**config.mk**
```make
export PLATFORM = sky130hd
export DESIGN_NAME = can_phy_fault_manager
export DESIGN_NICKNAME = d
export VERILOG_FILES = /design/src/rtl/can_phy_fault_pkg.sv /design/src/rtl/can_phy_fault_manager.sv
export VERILOG_INCLUDE_DIRS = /design/src /design/src/rtl
export SDC_FILE = /design/constraint.sdc
export NUM_CORES = 1
export LEC_CHECK = 0
export CELL_PAD_IN_SITES_DETAIL_PLACEMENT = 1
export CELL_PAD_IN_SITES_GLOBAL_PLACEMENT = 1
export CORE_ASPECT_RATIO = 1.4
export CORE_MARGIN = 4
export CORE_UTILIZATION = 55
export CTS_BUF_LIST = sky130_fd_sc_hd__clkbuf_2
export DETAILED_ROUTE_END_ITERATION = 10
export DONT_BUFFER_PORTS = 1
export GPL_ROUTABILITY_DRIVEN = 1
export HOLD_SLACK_MARGIN = 0.03
export PLACE_DENSITY = 0.93
export SLEW_MARGIN = 20
export SYNTH_ARGS = -nofsm -noshare
export SYNTH_HDL_FRONTEND = slang
export SYNTH_SLANG_ARGS = --single-unit
```
**constraint.sdc**
```tcl
create_clock -name i_mclk -period 5.9 [get_ports i_mclk]
set_clock_uncertainty 0.2 [all_clocks]
set_input_delay 0 -clock i_mclk [delete_from_list [all_inputs] [get_ports i_mclk]]
set_output_delay 0 -clock i_mclk [all_outputs]
set_load 0.005 [all_outputs]
```
**src/rtl/can_phy_fault_defines.svh**
```systemverilog
`ifndef CAN_PHY_FAULT_DEFINES_SVH
`define CAN_PHY_FAULT_DEFINES_SVH

// Register word byte addresses.
`define ADDR_MODE 8'h00
`define ADDR_SUPPLY 8'h04
`define ADDR_ERR_HIGH 8'h08
`define ADDR_ERR_LOW 8'h0C
`define ADDR_IRQ_MASK 8'h10
`define ADDR_PHY_STATE 8'h14

// Supply status fields.
`define SUP_BATT_FAIL 0
`define SUP_BATT_HIGH 1

// Interrupt mask fields: 0 battery fail, 1 battery high, 2 wiring.
`define MASK_BATT_FAIL 0
`define MASK_BATT_HIGH 1
`define MASK_WIRING 2
`define MASK_RESET 3'h7

// Mode reset value: bus standby.
`define MODE_RESET 2'h0

// Dominant transmit timeout, 2.0 ms at 20 MHz.
`define CLK_HZ 20000000
`define TX_DOM_US 2000
`define TX_DOM_CYC ((`CLK_HZ / 1000000) * `TX_DOM_US)

// Filter defaults in cycles.
`define FAIL3_DETECT_CYC 40
`define FAIL6_DETECT_CYC 40
`define FAIL36_RECOVER_CYC 40
`define FAIL47_TIMEOUT_CYC 40
`define FAIL478_RECOVER_CYC 40

`endif

```
**src/rtl/can_phy_fault_pkg.sv**
```systemverilog
package can_phy_fault_pkg;

	typedef enum logic [1:0] {
		MODE_STANDBY = 2'b00,
		MODE_FULL = 2'b01,
		MODE_RX_ONLY = 2'b10,
		MODE_RSVD = 2'b11
	} xcvr_mode_type;

	// Driver and switch controls toward the analog front end.
	typedef struct packed {
		logic canh_drv_en;
		logic canl_drv_en;
		logic high_term_ground_switch;
		logic low_term_v2_switch;
		logic low_term_battery_switch;
		logic canl_weak_pullup;
		logic rx_enable;
		logic single_wire;
	} phy_ctrl_type;

	// Synchronised comparator and detector inputs.
	typedef struct packed {
		logic diff_dom;
		logic canh_dom;
		logic canl_dom;
		logic [7:0] fail_det;
	} phy_sense_type;

endpackage : can_phy_fault_pkg

```
**src/rtl/can_phy_fault_manager.sv**
```systemverilog
`timescale 1ns/1ns
`include "can_phy_fault_defines.svh"
// Function
// - Battery under 4.0 V sets battery fail flag, maskable interrupt.
// - Battery over 20 V sets battery high flag, interrupt, no action.
// - Failure detector works in full and receive-only modes.
// - Failure 3 or 8 opens high ground switch, disables CANH driver.
// - Failure 4, 6 or 7 opens low V2 switch, disables CANL driver; low battery switch follows standby only.
// - Failures 1, 2, 5 change no switch or driver.
// - Failures 3, 6 go single-wire after detect filter; recover after filter.
// - Failures 4, 7 after timeout drop CANL, keep weak pull-up, use CANH.
// - After 4 or 7 clear, differential after recessive recovery filter.
// - Eight wiring failures each set own flag and raise interrupt.
// - Wiring flag clears only once recovered and read.
// - Transmit dominant over 2.0 ms disables bus drivers.
// - Receive-only disables transmitter; RX dominant on TX or bus.
// - Over-temperature disables only transmitter stages.
// - Without failures RX follows the differential bus.
// - Microcontroller selects the mode; device applies it.
// - Standby disables drivers, receivers; keeps 3,4,7,8 detection.
// - Peripheral supply undervoltage forces bus standby.
// - Active-low interrupt stays asserted until source cleared.
module can_phy_fault_manager #(
	parameter int FAIL3_DETECT = `FAIL3_DETECT_CYC,
	parameter int FAIL6_DETECT = `FAIL6_DETECT_CYC,
	parameter int FAIL36_RECOVER = `FAIL36_RECOVER_CYC,
	parameter int FAIL47_TIMEOUT = `FAIL47_TIMEOUT_CYC,
	parameter int FAIL478_RECOVER = `FAIL478_RECOVER_CYC,
	parameter int TX_DOM_LIMIT = `TX_DOM_CYC
) (
	input wire logic i_mclk,
	input wire logic i_rst,
	input wire logic i_wb_cyc,
	input wire logic i_wb_stb,
	input wire logic i_wb_we,
	input wire logic [7:0] i_wb_adr,
	input wire logic [3:0] i_wb_sel,
	input wire logic [31:0] i_wb_dat,
	output logic [31:0] o_wb_dat,
	output logic o_wb_ack,
	input wire logic i_tx_dom,
	output logic o_rx_dom,
	input wire logic [10:0] i_sense,
	input wire logic i_batt_low,
	input wire logic i_batt_high,
	input wire logic i_v2_undervolt,
	input wire logic i_over_temp,
	output can_phy_fault_pkg::phy_ctrl_type o_phy,
	output logic o_int_n
);

	// ************************************************************
	// Input synchronisers
	// ************************************************************
	logic [14:0] sync1_ff;
	logic [14:0] sync2_ff;
	can_phy_fault_pkg::phy_sense_type sense;
	logic tx_dom;
	logic batt_low;
	logic batt_high;
	logic v2_uv;
	logic otemp;

	always_ff @(posedge i_mclk) begin
		if (i_rst) begin
			sync1_ff <= 15'h0000;
			sync2_ff <= 15'h0000;
		end else begin
			sync1_ff <= {i_tx_dom, i_batt_low, i_batt_high, i_v2_undervolt,
				i_sense};
			sync2_ff <= sync1_ff;
		end
	end

	assign sense = can_phy_fault_pkg::phy_sense_type'(sync2_ff[10:0]);
	assign v2_uv = sync2_ff[11];
	assign batt_high = sync2_ff[12];
	assign batt_low = sync2_ff[13];
	assign tx_dom = sync2_ff[14];

	logic ot1_ff;
	logic ot2_ff;
	always_ff @(posedge i_mclk) begin
		if (i_rst) begin
			ot1_ff <= 1'b0;
			ot2_ff <= 1'b0;
		end else begin
			ot1_ff <= i_over_temp;
			ot2_ff <= ot1_ff;
		end
	end
	assign otemp = ot2_ff;

	// ************************************************************
	// Register bus
	// ************************************************************
	can_phy_fault_pkg::xcvr_mode_type mode_ff;
	can_phy_fault_pkg::xcvr_mode_type eff_mode;
	logic [2:0] mask_ff;
	logic [1:0] supply_ff;
	logic [7:0] err_ff;
	logic [7:0] active;
	logic ack_ff;
	logic req;
	logic rd_err;
	logic [31:0] nxt_dat;

	assign req = i_wb_cyc & i_wb_stb & ~ack_ff;
	assign rd_err = req & ~i_wb_we & (i_wb_adr == `ADDR_ERR_HIGH ||
		i_wb_adr == `ADDR_ERR_LOW);

	always_ff @(posedge i_mclk) begin
		if (i_rst) begin
			ack_ff <= 1'b0;
		end else begin
			ack_ff <= req;
		end
	end
	assign o_wb_ack = ack_ff;

	// Mode is applied as soon as it is written, except the reserved value 3, which is ignored.
	always_ff @(posedge i_mclk) begin
		if (i_rst) begin
			mode_ff <= can_phy_fault_pkg::xcvr_mode_type'(`MODE_RESET);
			mask_ff <= `MASK_RESET;
		end else if (req && i_wb_we && i_wb_sel[0]) begin
			if (i_wb_adr == `ADDR_MODE && i_wb_dat[1:0] != 2'h3) begin
				mode_ff <= can_phy_fault_pkg::xcvr_mode_type'(i_wb_dat[1:0]);
			end
			if (i_wb_adr == `ADDR_IRQ_MASK) begin
				mask_ff <= i_wb_dat[2:0];
			end
		end
	end

	always_comb begin
		nxt_dat = 32'h0000_0000;
		unique case (i_wb_adr)
			`ADDR_MODE: nxt_dat[1:0] = mode_ff;
			`ADDR_SUPPLY: nxt_dat[1:0] = supply_ff;
			`ADDR_ERR_HIGH: nxt_dat[3:0] = err_ff[7:4];
			`ADDR_ERR_LOW: nxt_dat[3:0] = err_ff[3:0];
			`ADDR_IRQ_MASK: nxt_dat[2:0] = mask_ff;
			`ADDR_PHY_STATE: nxt_dat[9:0] = {eff_mode, o_phy};
			default: nxt_dat = 32'h0000_0000;
		endcase
	end

	always_ff @(posedge i_mclk) begin
		if (i_rst) begin
			o_wb_dat <= 32'h0000_0000;
		end else if (req && !i_wb_we) begin
			o_wb_dat <= nxt_dat;
		end
	end

	// ************************************************************
	// Supply flags
	// ************************************************************
	// Read clears a supply flag unless its condition is still present.
	always_ff @(posedge i_mclk) begin
		if (i_rst) begin
			supply_ff <= 2'h0;
		end else begin
			supply_ff[`SUP_BATT_FAIL] <= batt_low |
				(supply_ff[`SUP_BATT_FAIL] &
				~(req && !i_wb_we && i_wb_adr == `ADDR_SUPPLY));
			supply_ff[`SUP_BATT_HIGH] <= batt_high |
				(supply_ff[`SUP_BATT_HIGH] &
				~(req && !i_wb_we && i_wb_adr == `ADDR_SUPPLY));
		end
	end

	// ************************************************************
	// Failure filters
	// ************************************************************
	logic det_on;
	assign det_on = (eff_mode != can_phy_fault_pkg::MODE_STANDBY);

	// Standby keeps only the low-power detectors for 3, 4, 7 and 8.
	always_comb begin
		active = sense.fail_det & (det_on ? 8'hFF : 8'hCC);
	end

	logic [23:0] f3_cnt_ff;
	logic [23:0] f6_cnt_ff;
	logic [23:0] f47_cnt_ff;
	logic f3_sw_ff;
	logic f6_sw_ff;
	logic f47_sw_ff;

	always_ff @(posedge i_mclk) begin
		if (i_rst) begin
			f3_cnt_ff <= 24'h00_0000;
			f3_sw_ff <= 1'b0;
		end else if (f3_sw_ff == active[2]) begin
			f3_cnt_ff <= 24'h00_0000;
		end else if (f3_cnt_ff >= 24'(active[2] ? FAIL3_DETECT - 1 :
			FAIL36_RECOVER - 1)) begin
			f3_sw_ff <= active[2];
			f3_cnt_ff <= 24'h00_0000;
		end else begin
			f3_cnt_ff <= f3_cnt_ff + 24'h00_0001;
		end
	end

	always_ff @(posedge i_mclk) begin
		if (i_rst) begin
			f6_cnt_ff <= 24'h00_0000;
			f6_sw_ff <= 1'b0;
		end else if (f6_sw_ff == active[5]) begin
			f6_cnt_ff <= 24'h00_0000;
		end else if (f6_cnt_ff >= 24'(active[5] ? FAIL6_DETECT - 1 :
			FAIL36_RECOVER - 1)) begin
			f6_sw_ff <= active[5];
			f6_cnt_ff <= 24'h00_0000;
		end else begin
			f6_cnt_ff <= f6_cnt_ff + 24'h00_0001;
		end
	end

	// Failures 4 and 7 enter after a timeout, leave after the
	// differential level stays recessive for the recovery time.
	logic f47_cond;
	assign f47_cond = f47_sw_ff ? (active[3] | active[6] | sense.diff_dom) :
		(active[3] | active[6]);

	always_ff @(posedge i_mclk) begin
		if (i_rst) begin
			f47_cnt_ff <= 24'h00_0000;
			f47_sw_ff <= 1'b0;
		end else if (f47_sw_ff == f47_cond) begin
			f47_cnt_ff <= 24'h00_0000;
		end else if (f47_cnt_ff >= 24'(f47_cond ? FAIL47_TIMEOUT - 1 :
			FAIL478_RECOVER - 1)) begin
			f47_sw_ff <= f47_cond;
			f47_cnt_ff <= 24'h00_0000;
		end else begin
			f47_cnt_ff <= f47_cnt_ff + 24'h00_0001;
		end
	end

	// ************************************************************
	// Wiring error flags
	// ************************************************************
	genvar g;
	generate
		for (g = 0; g < 8; g++) begin : g_err
			logic rd_bit;
			assign rd_bit = rd_err &&
				((g >= 4) == (i_wb_adr == `ADDR_ERR_HIGH));
			always_ff @(posedge i_mclk) begin
				if (i_rst) begin
					err_ff[g] <= 1'b0;
				end else if (active[g]) begin
					err_ff[g] <= 1'b1;
				end else if (rd_bit) begin
					err_ff[g] <= 1'b0;
				end
			end
		end
	endgenerate

	// ************************************************************
	// Dominant transmit guard
	// ************************************************************
	logic [23:0] txd_cnt_ff;
	logic tx_lock_ff;
	always_ff @(posedge i_mclk) begin
		if (i_rst) begin
			txd_cnt_ff <= 24'h00_0000;
			tx_lock_ff <= 1'b0;
		end else if (!tx_dom) begin
			txd_cnt_ff <= 24'h00_0000;
			tx_lock_ff <= 1'b0;
		end else if (txd_cnt_ff >= 24'(TX_DOM_LIMIT)) begin
			tx_lock_ff <= 1'b1;
		end else begin
			txd_cnt_ff <= txd_cnt_ff + 24'h00_0001;
		end
	end

	// ************************************************************
	// Mode and front-end control
	// ************************************************************
	assign eff_mode = v2_uv ? can_phy_fault_pkg::MODE_STANDBY : mode_ff;

	logic tx_ok;
	logic rx_bus;
	assign tx_ok = (eff_mode == can_phy_fault_pkg::MODE_FULL) & ~tx_lock_ff &
		~otemp;

	always_comb begin
		if (f47_sw_ff || f3_sw_ff || f6_sw_ff) begin
			rx_bus = f3_sw_ff ? sense.canl_dom : sense.canh_dom;
		end else begin
			rx_bus = sense.diff_dom;
		end
	end

	always_ff @(posedge i_mclk) begin
		if (i_rst) begin
			o_phy <= '0;
			o_rx_dom <= 1'b0;
		end else begin
			o_phy.canh_drv_en <= tx_ok & ~f3_sw_ff & ~active[7];
			o_phy.canl_drv_en <= tx_ok & ~f6_sw_ff & ~f47_sw_ff;
			o_phy.high_term_ground_switch <= ~f3_sw_ff & ~active[7];
			o_phy.low_term_v2_switch <= det_on & ~f6_sw_ff & ~f47_sw_ff;
			o_phy.low_term_battery_switch <= ~det_on |
				(~f6_sw_ff & ~f47_sw_ff & 1'b0);
			o_phy.canl_weak_pullup <= f47_sw_ff;
			o_phy.rx_enable <= det_on;
			o_phy.single_wire <= f3_sw_ff | f6_sw_ff | f47_sw_ff;
			// A locked transmitter leaves the node receive-only, so RX
			// reports TX as well as the bus.
			o_rx_dom <= det_on & (rx_bus |
				((eff_mode == can_phy_fault_pkg::MODE_RX_ONLY | tx_lock_ff) &
				tx_dom));
		end
	end

	// ************************************************************
	// Interrupt
	// ************************************************************
	always_ff @(posedge i_mclk) begin
		if (i_rst) begin
			o_int_n <= 1'b1;
		end else begin
			o_int_n <= ~((supply_ff[`SUP_BATT_FAIL] & mask_ff[`MASK_BATT_FAIL]) |
				(supply_ff[`SUP_BATT_HIGH] & mask_ff[`MASK_BATT_HIGH]) |
				((|err_ff) & mask_ff[`MASK_WIRING]));
		end
	end

endmodule : can_phy_fault_manager

```
# After elaboration in Yosys (flattened, before gate mapping)
# Index checks and enable logic that the tools add are counted.
[totals]
regBits = 168
out_inout_bits = 43
[op_classes]
n_lt_le_gt_ge = 4
addsub = 4
n_mux = 19
n_eq_ne = 11
reduce_logical = 31
bitwise = 47
[ops]
columns = ["cell", "count"]
rows = [
  ["$add 24x1->24 const B", 4],
  ["$ge 24x6->1 const B", 3],
  ["$ge 24x16->1 const B", 1],
  ["$and 1x1->1", 20],
  ["$reduce_bool 2->1", 9],
  ["$eq 8x4->1 const B", 2],
  ["$eq 8x5->1 const B", 2],
  ["$not 1->1", 16],
  ["$mux 1", 13],
  ["$mux 6", 2],
  ["$pmux 2 s6", 1],
  ["$or 1x1->1", 10],
  ["$reduce_and 2->1", 5],
  ["$reduce_or 3->1", 3],
  ["$and 8x8->8", 1],
  ["$eq 8x3->1 const B", 1],
  ["$logic_not 8->1", 1],
  ["$reduce_or 8->1", 1],
  ["$logic_and 1x1->1", 7],
  ["$pmux 1 s4", 1],
  ["$eq 1x1->1", 3],
  ["$logic_or 1x1->1", 3],
  ["$pmux 1 s3", 1],
  ["$eq 2x1->1 const B", 1],
  ["5 further kinds", 5],
]

# Depth between registers and ports, before layout
# Gate-level depths: netlist of run 1.
[depth]
ltp_word = 10
depth_mapped = 6
ltp_nobuf = 5

# Worst setup path before layout of run 1
# No wires, ideal clock.
[synth_timing]
kind = "register to register"
start = "register txd_cnt_ff[7]"
end = "register txd_cnt_ff[5]"
n_path_buf = 0
slack_ns = 3.987
arrival_time_ns = 1.643
required_time_ns = 5.629
synth_period_minus_slack_ns = 1.913
setup_ns = 0.071
path_stages_with_launch = 5
path_cell_list = "dfxtp_1 > or4_4 > and4_4 > or4_1 > a21oi_1"
[synth_via]
elab_chain_cells = 1
[synth_rtl]
columns = ["element", "line", "text"]
rows = [
  ["start, declared", "can_phy_fault_manager.sv:267", "logic [23:0] txd_cnt_ff;"],
  ["start signal, assigned", "can_phy_fault_manager.sv:279", "txd_cnt_ff <= txd_cnt_ff + 24'h00_0001;"],
  ["$ge 24x16->1", "can_phy_fault_manager.sv:276", "end else if (txd_cnt_ff >= 24'(TX_DOM_LIMIT)) begin"],
]
# Every way passes these cells.
# A chain may end at the register's enable or synchronous reset.

# Worst setup path after layout of run 1
[layout_timing]
start = "input i_wb_adr[1]"
end = "register supply_ff[0]"
[layout_via]
elab_chain_cells = 5
[layout_rtl]
columns = ["element", "line", "text"]
rows = [
  ["start, declared", "can_phy_fault_manager.sv:36", "input wire logic [7:0] i_wb_adr,"],
  ["$eq 8x3->1", "n/a", ""],
  ["$logic_and 1x1->1 (no line)", "n/a", ""],
  ["$not 1->1", "can_phy_fault_manager.sv:167", "~(req && !i_wb_we && i_wb_adr == `ADDR_SUPPLY));"],
  ["$and 1x1->1", "can_phy_fault_manager.sv:166", "(supply_ff[`SUP_BATT_FAIL] &"],
  ["$or 1x1->1", "can_phy_fault_manager.sv:165", "supply_ff[`SUP_BATT_FAIL] <= batt_low |"],
  ["end signal, assigned by index", "can_phy_fault_manager.sv:165", ""],
  ["end signal, assigned by index", "can_phy_fault_manager.sv:168", "supply_ff[`SUP_BATT_HIGH] <= batt_high |"],
  ["end, declared", "can_phy_fault_manager.sv:100", "logic [1:0] supply_ff;"],
]
# Every way passes these cells.

==> impl_metrics.csv, run 1 <==
group,metric,value,unit
run_status,outcome,"finished, final reports clean",
worst_setup_path,reg2reg_depth,5,
worst_setup_path,reg2reg_slack,1910,ps
clock_tree,path_clk_slew,300,ps
power,p_seq_frac,0.582,
routing,dr.pass1.iters,8,
clock_tree,cts.path.max_buffers,2,
worst_setup_path,end_kind,"flop",
power,max-vdd-ir-drop,0.000253,V
clock_tree,cts_resized,0,
global_routing,grt_use_total,0.383,
worst_setup_path,startpoint_type,"input pin",
yosys,yosysWarnings,0,
global_routing,antenna_found_initial,5,
timing,fmax,239,MHz
clock_tree,clock_sinks,168,
timing,min_period_over_period,0.710,
worst_setup_path,r2r-end,"o_wb_dat[1]$_SDFFE_PP0N_",
power,p_switching,554,uW
placed_design,place.gp.congestion,0.886,
finish,multi_input_area,2380,um^2
routing,routedWlPerCell,30.5,um
floorplanning,start_util,0.571,
clock_tree,cts_root_buf,"clkbuf_2",
global_routing,overflow,0,
timing,setup_violations,0,
yosys,synth_edf_count,0,
clock_tree,htree_levels,4,
floorplanning,core,10100,um^2
worst_setup_path,reg2reg_from,"o_wb_ack$_SDFF_PP0_",
yosys,syn_avg_cell_area,10.8,um^2
floorplanning,die_area,12200,um^2
global_routing,grt_max_degree,51,
finish,syn_to_final_growth,23.5,%
placed_design,io_buffers,0,
hold_path,min_from,"i_wb_we",
floorplanning,die_h,129,um
power,power_density,290,nW/um^2
timing,relSlewSlack,0.379,
yosys,postSynthCellCount,530,
timing,final.setup.tns,0,ps
yosys,ys.flop_type,"dfxtp_1",
power,p_leak,0.00280,uW
yosys,seq_area_frac_synth,0.586,
worst_setup_path,required,6390,ps
clock_tree,clock_latency,780,ps
finish,final_cell_mix,"168 x dfxtp_1, 81 x dlygate4sd3_1, 76 x conb_1, 43 x nor2_1, 33 x nor2b_1",
worst_setup_path,arrival,4680,ps
clock_tree,cts_setup_buffers,0,
routing,viasPerCell,6.27,
hold_path,min_to,"mode_ff[1]$_SDFFE_PP0P_",
job,drv_cap,0,
timing,worstMarginPinSlew,922,ps
yosys,synth_seq_cells,168,
yosys,async_reset_ff_frac,0,
routing,wl,25.1,mm
power,pwr-share-comb,0.056,
clock_tree,cts_tree,"built",
timing,hold_viol_final,0,
placed_design,hpwl,8.88,mm
clock_tree,cts_inserted_buffers,17,
global_routing,grt_first_pass_wirelength,33.7,mm
routing,ant_nets,0,
finish,fin_nets,740,
finish,fill_cells,1036,
worst_setup_path,worstSetupPathType,"in2reg",
hold_path,whs_path_depth,4,
floorplanning,die_x,94.4,um
finish,regArea,3360,um^2
yosys,syn_area,5740,um^2
finish,drive_above_1_share,0.0805,
hold_path,hold_class,"in2reg",
power,p_int,1500,uW
worst_setup_path,cp_max_fo,4,
finish,post_layout_nonfiller_instances,822,
timing,min_period,4190,ps
global_routing,first_global_vias,5415,
routing,drc,0,
yosys,synth_cell_type_count,64,
power,swShare,0.269,
floorplanning,ios,108,
power,pwr-share-clk,0.362,
floorplanning,rows,43,
routing,vias,5152,
finish,layout_commonest_cell,"dfxtp_1",
routing,drtIter0Drc,675,
timing,maxSlewViolCount,0,
timing,rsz0062_at_grt,"false",
placed_design,dp.cells,704,
[flip-flops by register name (all words and copies together) (netlist names), 2 cells and up]
register / flops
f3_cnt_ff: 24
f47_cnt_ff: 24
f6_cnt_ff: 24
txd_cnt_ff: 24
sync1_ff: 15
sync2_ff: 15
o_wb_dat: 10
err_ff: 8
o_phy: 8
mask_ff: 3
mode_ff: 2
supply_ff: 2
[per-layer routing]
layer	routed length, um	vias to the layer above	track usage
li1	-	2064	-
met1	8410	2464	0.373
met2	12100	447	0.641
met3	2510	177	0.161
met4	2060	0	0.282
met5	0	-	0
[power by group through the flow]
| stage | registers [uW] | clock network (uW) | logic (uW) |
|---|---|---|---|
| after global placement | 1210 | 0 | 39.7 |
| after floorplan | 1200 | 0 | 52.6 |
| after detailed placement | 1210 | 0 | 42.7 |
| after CTS | 1190 | 690 | 89.0 |
| after global routing | 1200 | 802 | 120 |
| final | 1200 | 745 | 115 |
[cell usage after synthesis, types with 10 or more instances]
cell type	instances	area [um^2]
nand3_1	23	115
nor4_1	13	81.3
nor2b_1	33	206
buf_4	22	165
nand2_1	17	63.8
and3_1	11	68.8
and2_1	11	68.8
nand2b_1	10	62.6
inv_1	10	37.5
o21ai_0	13	65.1
nand4_1	11	68.8
a22oi_1	10	75.1
clkbuf_1	11	41.3
dfxtp_1	168	3360
a21oi_1	16	80.1
nor2_1	43	161
[cells by family (layout without fill, tap and decap cells)]
family	after synthesis	after routing	share of synthesized area
muxes	12	12	0.0261
other	1	80	0.000653
xor gates and xnor gates	13	13	0.0198
AOI/OAI and AO/OA	73	73	0.0933
DFF	168	168	0.586
and+or+nand+nor	211	211	0.216
adders and majority gates	5	5	0.0109
buffers and inverters	47	125	0.0479
[stage by stage]
step                hold WS (ps)  area (um^2)   util  worst slack (ps)  power (uW)
finish                       184         7090  0.705              1710        2060
global route                 113         7090  0.705              1450        2120
CTS                         40.7         7080  0.704              2320        1970
detailed placement          -120         5960  0.593              3620        1250
global placement            -126         5960  0.593              3830        1250
floorplan                  -71.8         6020      -              3990        1260
[how the worst max path moves through the flow]
| stage | startpoint | cells after the start | endpoint |
|---|---|---|---|
| finish | i_wb_adr[1] | 10 | supply_ff[0]$_SDFF_PP0_ |
| global route | i_wb_adr[1] | 10 | supply_ff[0]$_SDFF_PP0_ |
| CTS | i_wb_adr[1] | 10 | supply_ff[0]$_SDFF_PP0_ |
| detailed placement | f47_cnt_ff[0]$_SDFF_PP0_ | 5 | f47_cnt_ff[1]$_SDFF_PP0_ |
| global placement | o_wb_ack$_SDFF_PP0_ | 4 | o_wb_dat[9]$_SDFFE_PP0N_ |
| floorplan | txd_cnt_ff[7]$_SDFFE_PP0N_ | 4 | txd_cnt_ff[5]$_SDFFE_PP0N_ |
[final cells by class]
class	count	area share
Tap cell	135	0.0238
Clock buffer	17	0.0120
Inverter	10	0.00529
Multi-Input combinational cell	390	0.336
Antenna cell	4	0.00141
Timing Repair Buffer	83	0.119
Sequential cell	168	0.474
Clock inverter	15	0.0279
[critical path, stage by stage]
cell,delay [ps]
dlygate4sd3_1,550
dlygate4sd3_1,650
nor3b_1,520
dlygate4sd3_1,690
dlygate4sd3_1,670
nand4b_1,130
dlygate4sd3_1,650
a21oi_1,170
dlygate4sd3_1,580
nor2_1,70
[timing repair]
action                                  4_1_cts  5_1_grt
hold buffers                                 82        0
endpoints found under the hold margin       114        0
endpoints found under the setup margin        0        0
Note: power is estimated with default switching activity, not from simulation.
==> run 2: changes to the inputs <==
--- a/config.mk
+++ b/config.mk
@@ -10,13 +10,13 @@
 export CELL_PAD_IN_SITES_GLOBAL_PLACEMENT = 1
 export CORE_ASPECT_RATIO = 1.4
 export CORE_MARGIN = 4
-export CORE_UTILIZATION = 55
+export CORE_UTILIZATION = 51
 export CTS_BUF_LIST = sky130_fd_sc_hd__clkbuf_2
 export DETAILED_ROUTE_END_ITERATION = 10
 export DONT_BUFFER_PORTS = 1
 export GPL_ROUTABILITY_DRIVEN = 1
 export HOLD_SLACK_MARGIN = 0.03
-export PLACE_DENSITY = 0.93
+export PLACE_DENSITY = 0.87
 export SLEW_MARGIN = 20
 export SYNTH_ARGS = -nofsm -noshare
 export SYNTH_HDL_FRONTEND = slang
==> constraint.sdc (replaced) <==
create_clock -name i_mclk -period 4.1 [get_ports i_mclk]
set_clock_uncertainty 0.2 [all_clocks]
set_input_delay 0 -clock i_mclk [delete_from_list [all_inputs] [get_ports i_mclk]]
set_output_delay 0 -clock i_mclk [all_outputs]
set_load 0.005 [all_outputs]
==> impl_metrics.csv, run 2 (synthesis gave the netlist of run 1 again) <==
group,metric,value,unit
worst_setup_path,cpMostUsedCell,"dlygate4sd3_1",
placed_design,place.gp.congestion,0.827,
floorplanning,start_util,0.526,
clock_tree,clock_sinks,168,
timing,min_period_over_period,0.996,
job,drv_cap,0,
clock_tree,clock_latency,760,ps
floorplanning,ios,108,
placed_design,hpwl,8.63,mm
timing,min_period,4080,ps
timing,relSlewSlack,0.572,
routing,wl,18.9,mm
worst_setup_path,startpoint_type,"input pin",
global_routing,grt_max_degree,39,
timing,maxSlewViolCount,0,
routing,dr.pass1.iters,5,
run_status,outcome,"finished, final reports clean",
routing,drc,0,
floorplanning,rows,45,
worst_setup_path,worst_path_largest_cell_delay,650,ps
clock_tree,htree_levels,4,
power,p_leak,0.00279,uW
placed_design,dpl-instance-area,5970,um^2
finish,syn_to_final_growth,23.2,%
finish,final_cell_area,7070,um^2
timing,worst_slack,17.2,ps
timing,worstMarginPinSlew,632,ps
finish,num_antenna_cells,0,
global_routing,overflow,0,
clock_tree,cts_setup_buffers,0,
floorplanning,die_area,13000,um^2
worst_setup_path,cp_max_fo,5,
routing,viasPerCell,5.66,
finish,drive_above_1_share,0.0850,
routing,vias,4656,
clock_tree,cts_tree,"built",
floorplanning,die_x,97.7,um
routing,ant_nets,0,
timing,rsz0062_at_grt,"false",
power,max-vdd-ir-drop,0.000205,V
placed_design,dp.cells,710,
timing,hold_viol_final,0,
global_routing,grt_first_pass_wirelength,29.8,mm
floorplanning,die_h,134,um
worst_setup_path,end_kind,"flop",
global_routing,first_global_vias,5228,
finish,post_layout_nonfiller_instances,823,
clock_tree,cts_inserted_buffers,17,
finish,final_cell_mix,"168 x dfxtp_1, 78 x dlygate4sd3_1, 76 x conb_1, 43 x nor2_1, 33 x nor2b_1",
timing,setup_violations,0,
timing,final.setup.tns,0,ps
finish,fin_nets,739,
placed_design,place_ws,1870,ps
hold_path,hold_class,"in2reg",
global_routing,antenna_found_initial,0,
global_routing,grt_use_total,0.298,
floorplanning,core,10900,um^2
clock_tree,cts.path.max_buffers,2,
worst_setup_path,crit_chain,"dlygate4sd3_1, dlygate4sd3_1, nor3b_1, dlymetal6s4s_1, nand4b_1, dlygate4sd3_1, dlygate4sd3_1, a21oi_1, dlygate4sd3_1, nor2_1, dlygate4sd3_1",
worst_setup_path,worst_path_max_delay_cell,"dlygate4sd3_1",
worst_setup_path,cpLargestDelayFamily,"buffers and inverters",
routing,routedWlPerCell,22.9,um
worst_setup_path,crit_buf_inv,7,
clock_tree,cts_root_buf,"clkbuf_2",
power,power_density,397,nW/um^2
worst_setup_path,arrival,4580,ps
finish,layout_commonest_cell,"dfxtp_1",
routing,drtIter0Drc,437,
worst_setup_path,required,4590,ps
worst_setup_path,worstSetupPathType,"in2reg",
finish,fill_cells,1152,
placed_design,io_buffers,0,
timing,hold_ws,166,ps
timing,fmax,245,MHz
clock_tree,path_clk_slew,300,ps
-- run 2: cell count changes in the layout (fill, tap and decap cells not counted), moves of 2 or more --
cell / change
diode_2: -4
dlygate4sd3_1: -3
inv_6: +3
bufinv_16: -2
clkinv_2: -2
-- run 2: worst min-delay path: stages --
cell	delay, ps
dlygate4sd3_1	590
nand2b_1	170
or2_2	170
o21ai_0	100
nand3_1	100
-- run 2: stage by stage --
stage / power (uW) / util
6_report: 2810 / 0.647
3_3_place_gp: 1800 / 0.547
4_1_cts: 2750 / 0.647
2_1_floorplan: 1810 / -
5_1_grt: 2910 / 0.647
3_5_place_dp: 1800 / 0.547
-- run 2: final cells by class --
cell class / instances / area [um^2] / share of cell area
inverter: 10 / 37.5 / 0.00531
sequential: 168 / 3360 / 0.476
clock buffer: 18 / 90.1 / 0.0127
tap: 141 / 176 / 0.0249
multi-input combinational: 390 / 2390 / 0.338
clock inverter: 14 / 165 / 0.0234
timing repair buffer: 82 / 848 / 0.120
-- run 2: final timing paths --
path / from / to / slack [ps] / cells after the start
worst max-delay path: i_wb_adr[1] / supply_ff[1]$_SDFF_PP0_ / 20 / 11
worst min-delay path: i_wb_adr[4] / mask_ff[0]$_SDFFE_PP1P_ / 170 / 5
worst max register to register: o_wb_ack$_SDFF_PP0_ / supply_ff[1]$_SDFF_PP0_ / 60 / 8
worst min register to register: sync1_ff[7]$_SDFF_PP0_ / sync2_ff[7]$_SDFF_PP0_ / 250 / 1
-- run 2: timing repair --
| item | in CTS | in global routing |
|---|---|---|
| endpoints found under the hold margin | 114 | 0 |
| hold buffers | 81 | 0 |
| resized for setup | 0 | 2 |
| setup endpoints to repair | 0 | 1 |
-- run 2: routing by layer --
| metal | share of wire | up-vias | routed length (um) | GRT usage |
|---|---|---|---|---|
| li1 | - | 2062 | - | - |
| met1 | 0.35 | 2286 | 6630 | 0.295 |
| met2 | 0.54 | 231 | 10100 | 0.549 |
| met3 | 0.052 | 77 | 984 | 0.0807 |
| met4 | 0.060 | 0 | 1130 | 0.178 |
| met5 | 0 | - | 0 | 0 |
-- run 2: power by group --
group,switching (uW),internal (uW)
registers,28.3,1690
logic,77.5,71.0
clock network,640,299
==> run 3: changes to the inputs <==
--- a/config.mk
+++ b/config.mk
@@ -8,7 +8,6 @@
 export LEC_CHECK = 0
 export CELL_PAD_IN_SITES_DETAIL_PLACEMENT = 1
 export CELL_PAD_IN_SITES_GLOBAL_PLACEMENT = 1
-export CORE_ASPECT_RATIO = 1.4
 export CORE_MARGIN = 4
 export CORE_UTILIZATION = 51
 export CTS_BUF_LIST = sky130_fd_sc_hd__clkbuf_2
==> impl_metrics.csv, run 3 (synthesis gave the netlist of run 1 again) <==
group,metric,value,unit
worst_setup_path,worst_path_max_delay_cell,"dlygate4sd3_1",
finish,regArea,3360,um^2
floorplanning,rows,38,
placed_design,hpwl,8.65,mm
clock_tree,cts_resized,0,
finish,layout_commonest_cell,"dfxtp_1",
finish,drive_above_1_share,0.0806,
power,p_total,2720,uW
timing,worstMarginPinSlew,699,ps
power,p_leak,0.00278,uW
global_routing,grt_max_degree,46,
placed_design,place.gp.congestion,0.815,
worst_setup_path,startpoint_type,"input pin",
clock_tree,cts_inserted_buffers,17,
worst_setup_path,required,4610,ps
placed_design,place_ws,1840,ps
timing,rsz0062_at_grt,"false",
worst_setup_path,worstSetupPathType,"in2reg",
worst_setup_path,worst_path_largest_cell_delay,680,ps
clock_tree,htree_levels,4,
power,p_int,1980,uW
power,pwr-share-clk,0.315,
power,p_switching,740,uW
clock_tree,clock_latency,780,ps
power,swShare,0.272,
worst_setup_path,arrival,4270,ps
floorplanning,die_area,13000,um^2
finish,syn_to_final_growth,22.6,%
floorplanning,die_h,114,um
finish,final_cell_mix,"168 x dfxtp_1, 80 x dlygate4sd3_1, 76 x conb_1, 43 x nor2_1, 33 x nor2b_1",
run_status,outcome,"finished, final reports clean",
routing,drc,0,
global_routing,antenna_found_initial,3,
routing,routedWlPerCell,23.4,um
finish,multi_input_area,2380,um^2
placed_design,io_buffers,0,
finish,fill_cells,1188,
worst_setup_path,end_kind,"flop",
power,power_density,387,nW/um^2
power,p_seq_frac,0.631,
routing,drtIter0Drc,409,
timing,final.setup.tns,0,ps
timing,min_period,3760,ps
timing,maxSlewViolCount,0,
worst_setup_path,cp_max_fo,5,
hold_path,hold_class,"reg2reg",
global_routing,grt_first_pass_wirelength,29.9,mm
clock_tree,cts_root_buf,"clkbuf_2",
timing,relSlewSlack,0.530,
clock_tree,clock_sinks,168,
power,pwr-share-comb,0.054,
routing,vias,4677,
routing,wl,19.4,mm
clock_tree,cts_tree,"built",
timing,worst_slack,341,ps
routing,ant_nets,0,
floorplanning,die_x,114,um
floorplanning,start_util,0.525,
floorplanning,ios,108,
worst_setup_path,cpMostUsedCell,"dlygate4sd3_1",
worst_setup_path,crit_chain,"dlygate4sd3_1, dlygate4sd3_1, nor3_1, nand4_1, or3_1, dlygate4sd3_1, a211oi_1, dlygate4sd3_1",
global_routing,overflow,0,
job,drv_cap,0,
power,max-vdd-ir-drop,0.000307,V
timing,min_period_over_period,0.917,
clock_tree,path_clk_slew,300,ps
timing,setup_violations,0,
timing,fmax,266,MHz
finish,fin_nets,740,
routing,viasPerCell,5.65,
timing,hold_viol_final,0,
global_routing,first_global_vias,5269,
routing,dr.pass1.iters,5,
global_routing,grt_use_total,0.309,
finish,final_cell_area,7040,um^2
clock_tree,cts_setup_buffers,0,
floorplanning,core,10900,um^2
clock_tree,cts.path.max_buffers,2,
finish,final_util,0.644,
placed_design,dpl-instance-area,5970,um^2
## run 3: layer usage
| layer | global-route usage | up-vias | part of all wire |
|---|---|---|---|
| met5 | 0 | - | 0 |
| met4 | 0.215 | 0 | 0.070 |
| met3 | 0.0772 | 110 | 0.053 |
| met2 | 0.569 | 232 | 0.54 |
| met1 | 0.301 | 2264 | 0.34 |
| li1 | - | 2071 | - |
## run 3: final cells by class
type                    count  share of cell area
clock inverters            14              0.0172
well taps                 140              0.0249
clock buffers              17              0.0121
repair buffers             83               0.122
diodes                      6             0.00213
flip-flops and latches    168               0.478
inverters                  10             0.00533
multi-input cells         390               0.339
## run 3: worst max-delay path: cells and delay by family
family,cells,cell delay [ps]
buf+inv,4,2520
simple gates,3,1460
compound gates,1,280
## run 3: worst paths after layout
check	from	endpoint	slack (ps)	cells past startpoint
hold reg to reg	sync1_ff[9]$_SDFF_PP0_	sync2_ff[9]$_SDFF_PP0_	210	1
hold / removal	sync1_ff[9]$_SDFF_PP0_	sync2_ff[9]$_SDFF_PP0_	210	1
setup reg to reg	o_wb_ack$_SDFF_PP0_	err_ff[1]$_SDFFE_PP0P_	550	7
setup / recovery	i_wb_adr[1]	mode_ff[0]$_SDFFE_PP0P_	340	8
## run 3: what timing repair did
action,CTS,global route
hold buffers,82,0
setup endpoints to repair,0,0
hold endpoints to repair,114,0
## run 3: through the flow
step	hold slack (ps)	std cells
final	210	828
after CTS	102	822
after global placement	-119	709
after global routing	188	825
after floorplan	-71.8	605
after detailed placement	-117	709
## run 3: power by group through the flow
stage | logic (uW) | clock network, uW | registers (uW)
CTS | 126 | 825 | 1710
global placement | 57.5 | 0 | 1740
global route | 159 | 943 | 1720
detailed placement | 59.9 | 0 | 1740
floorplan | 75.8 | 0 | 1730
finish | 148 | 857 | 1720
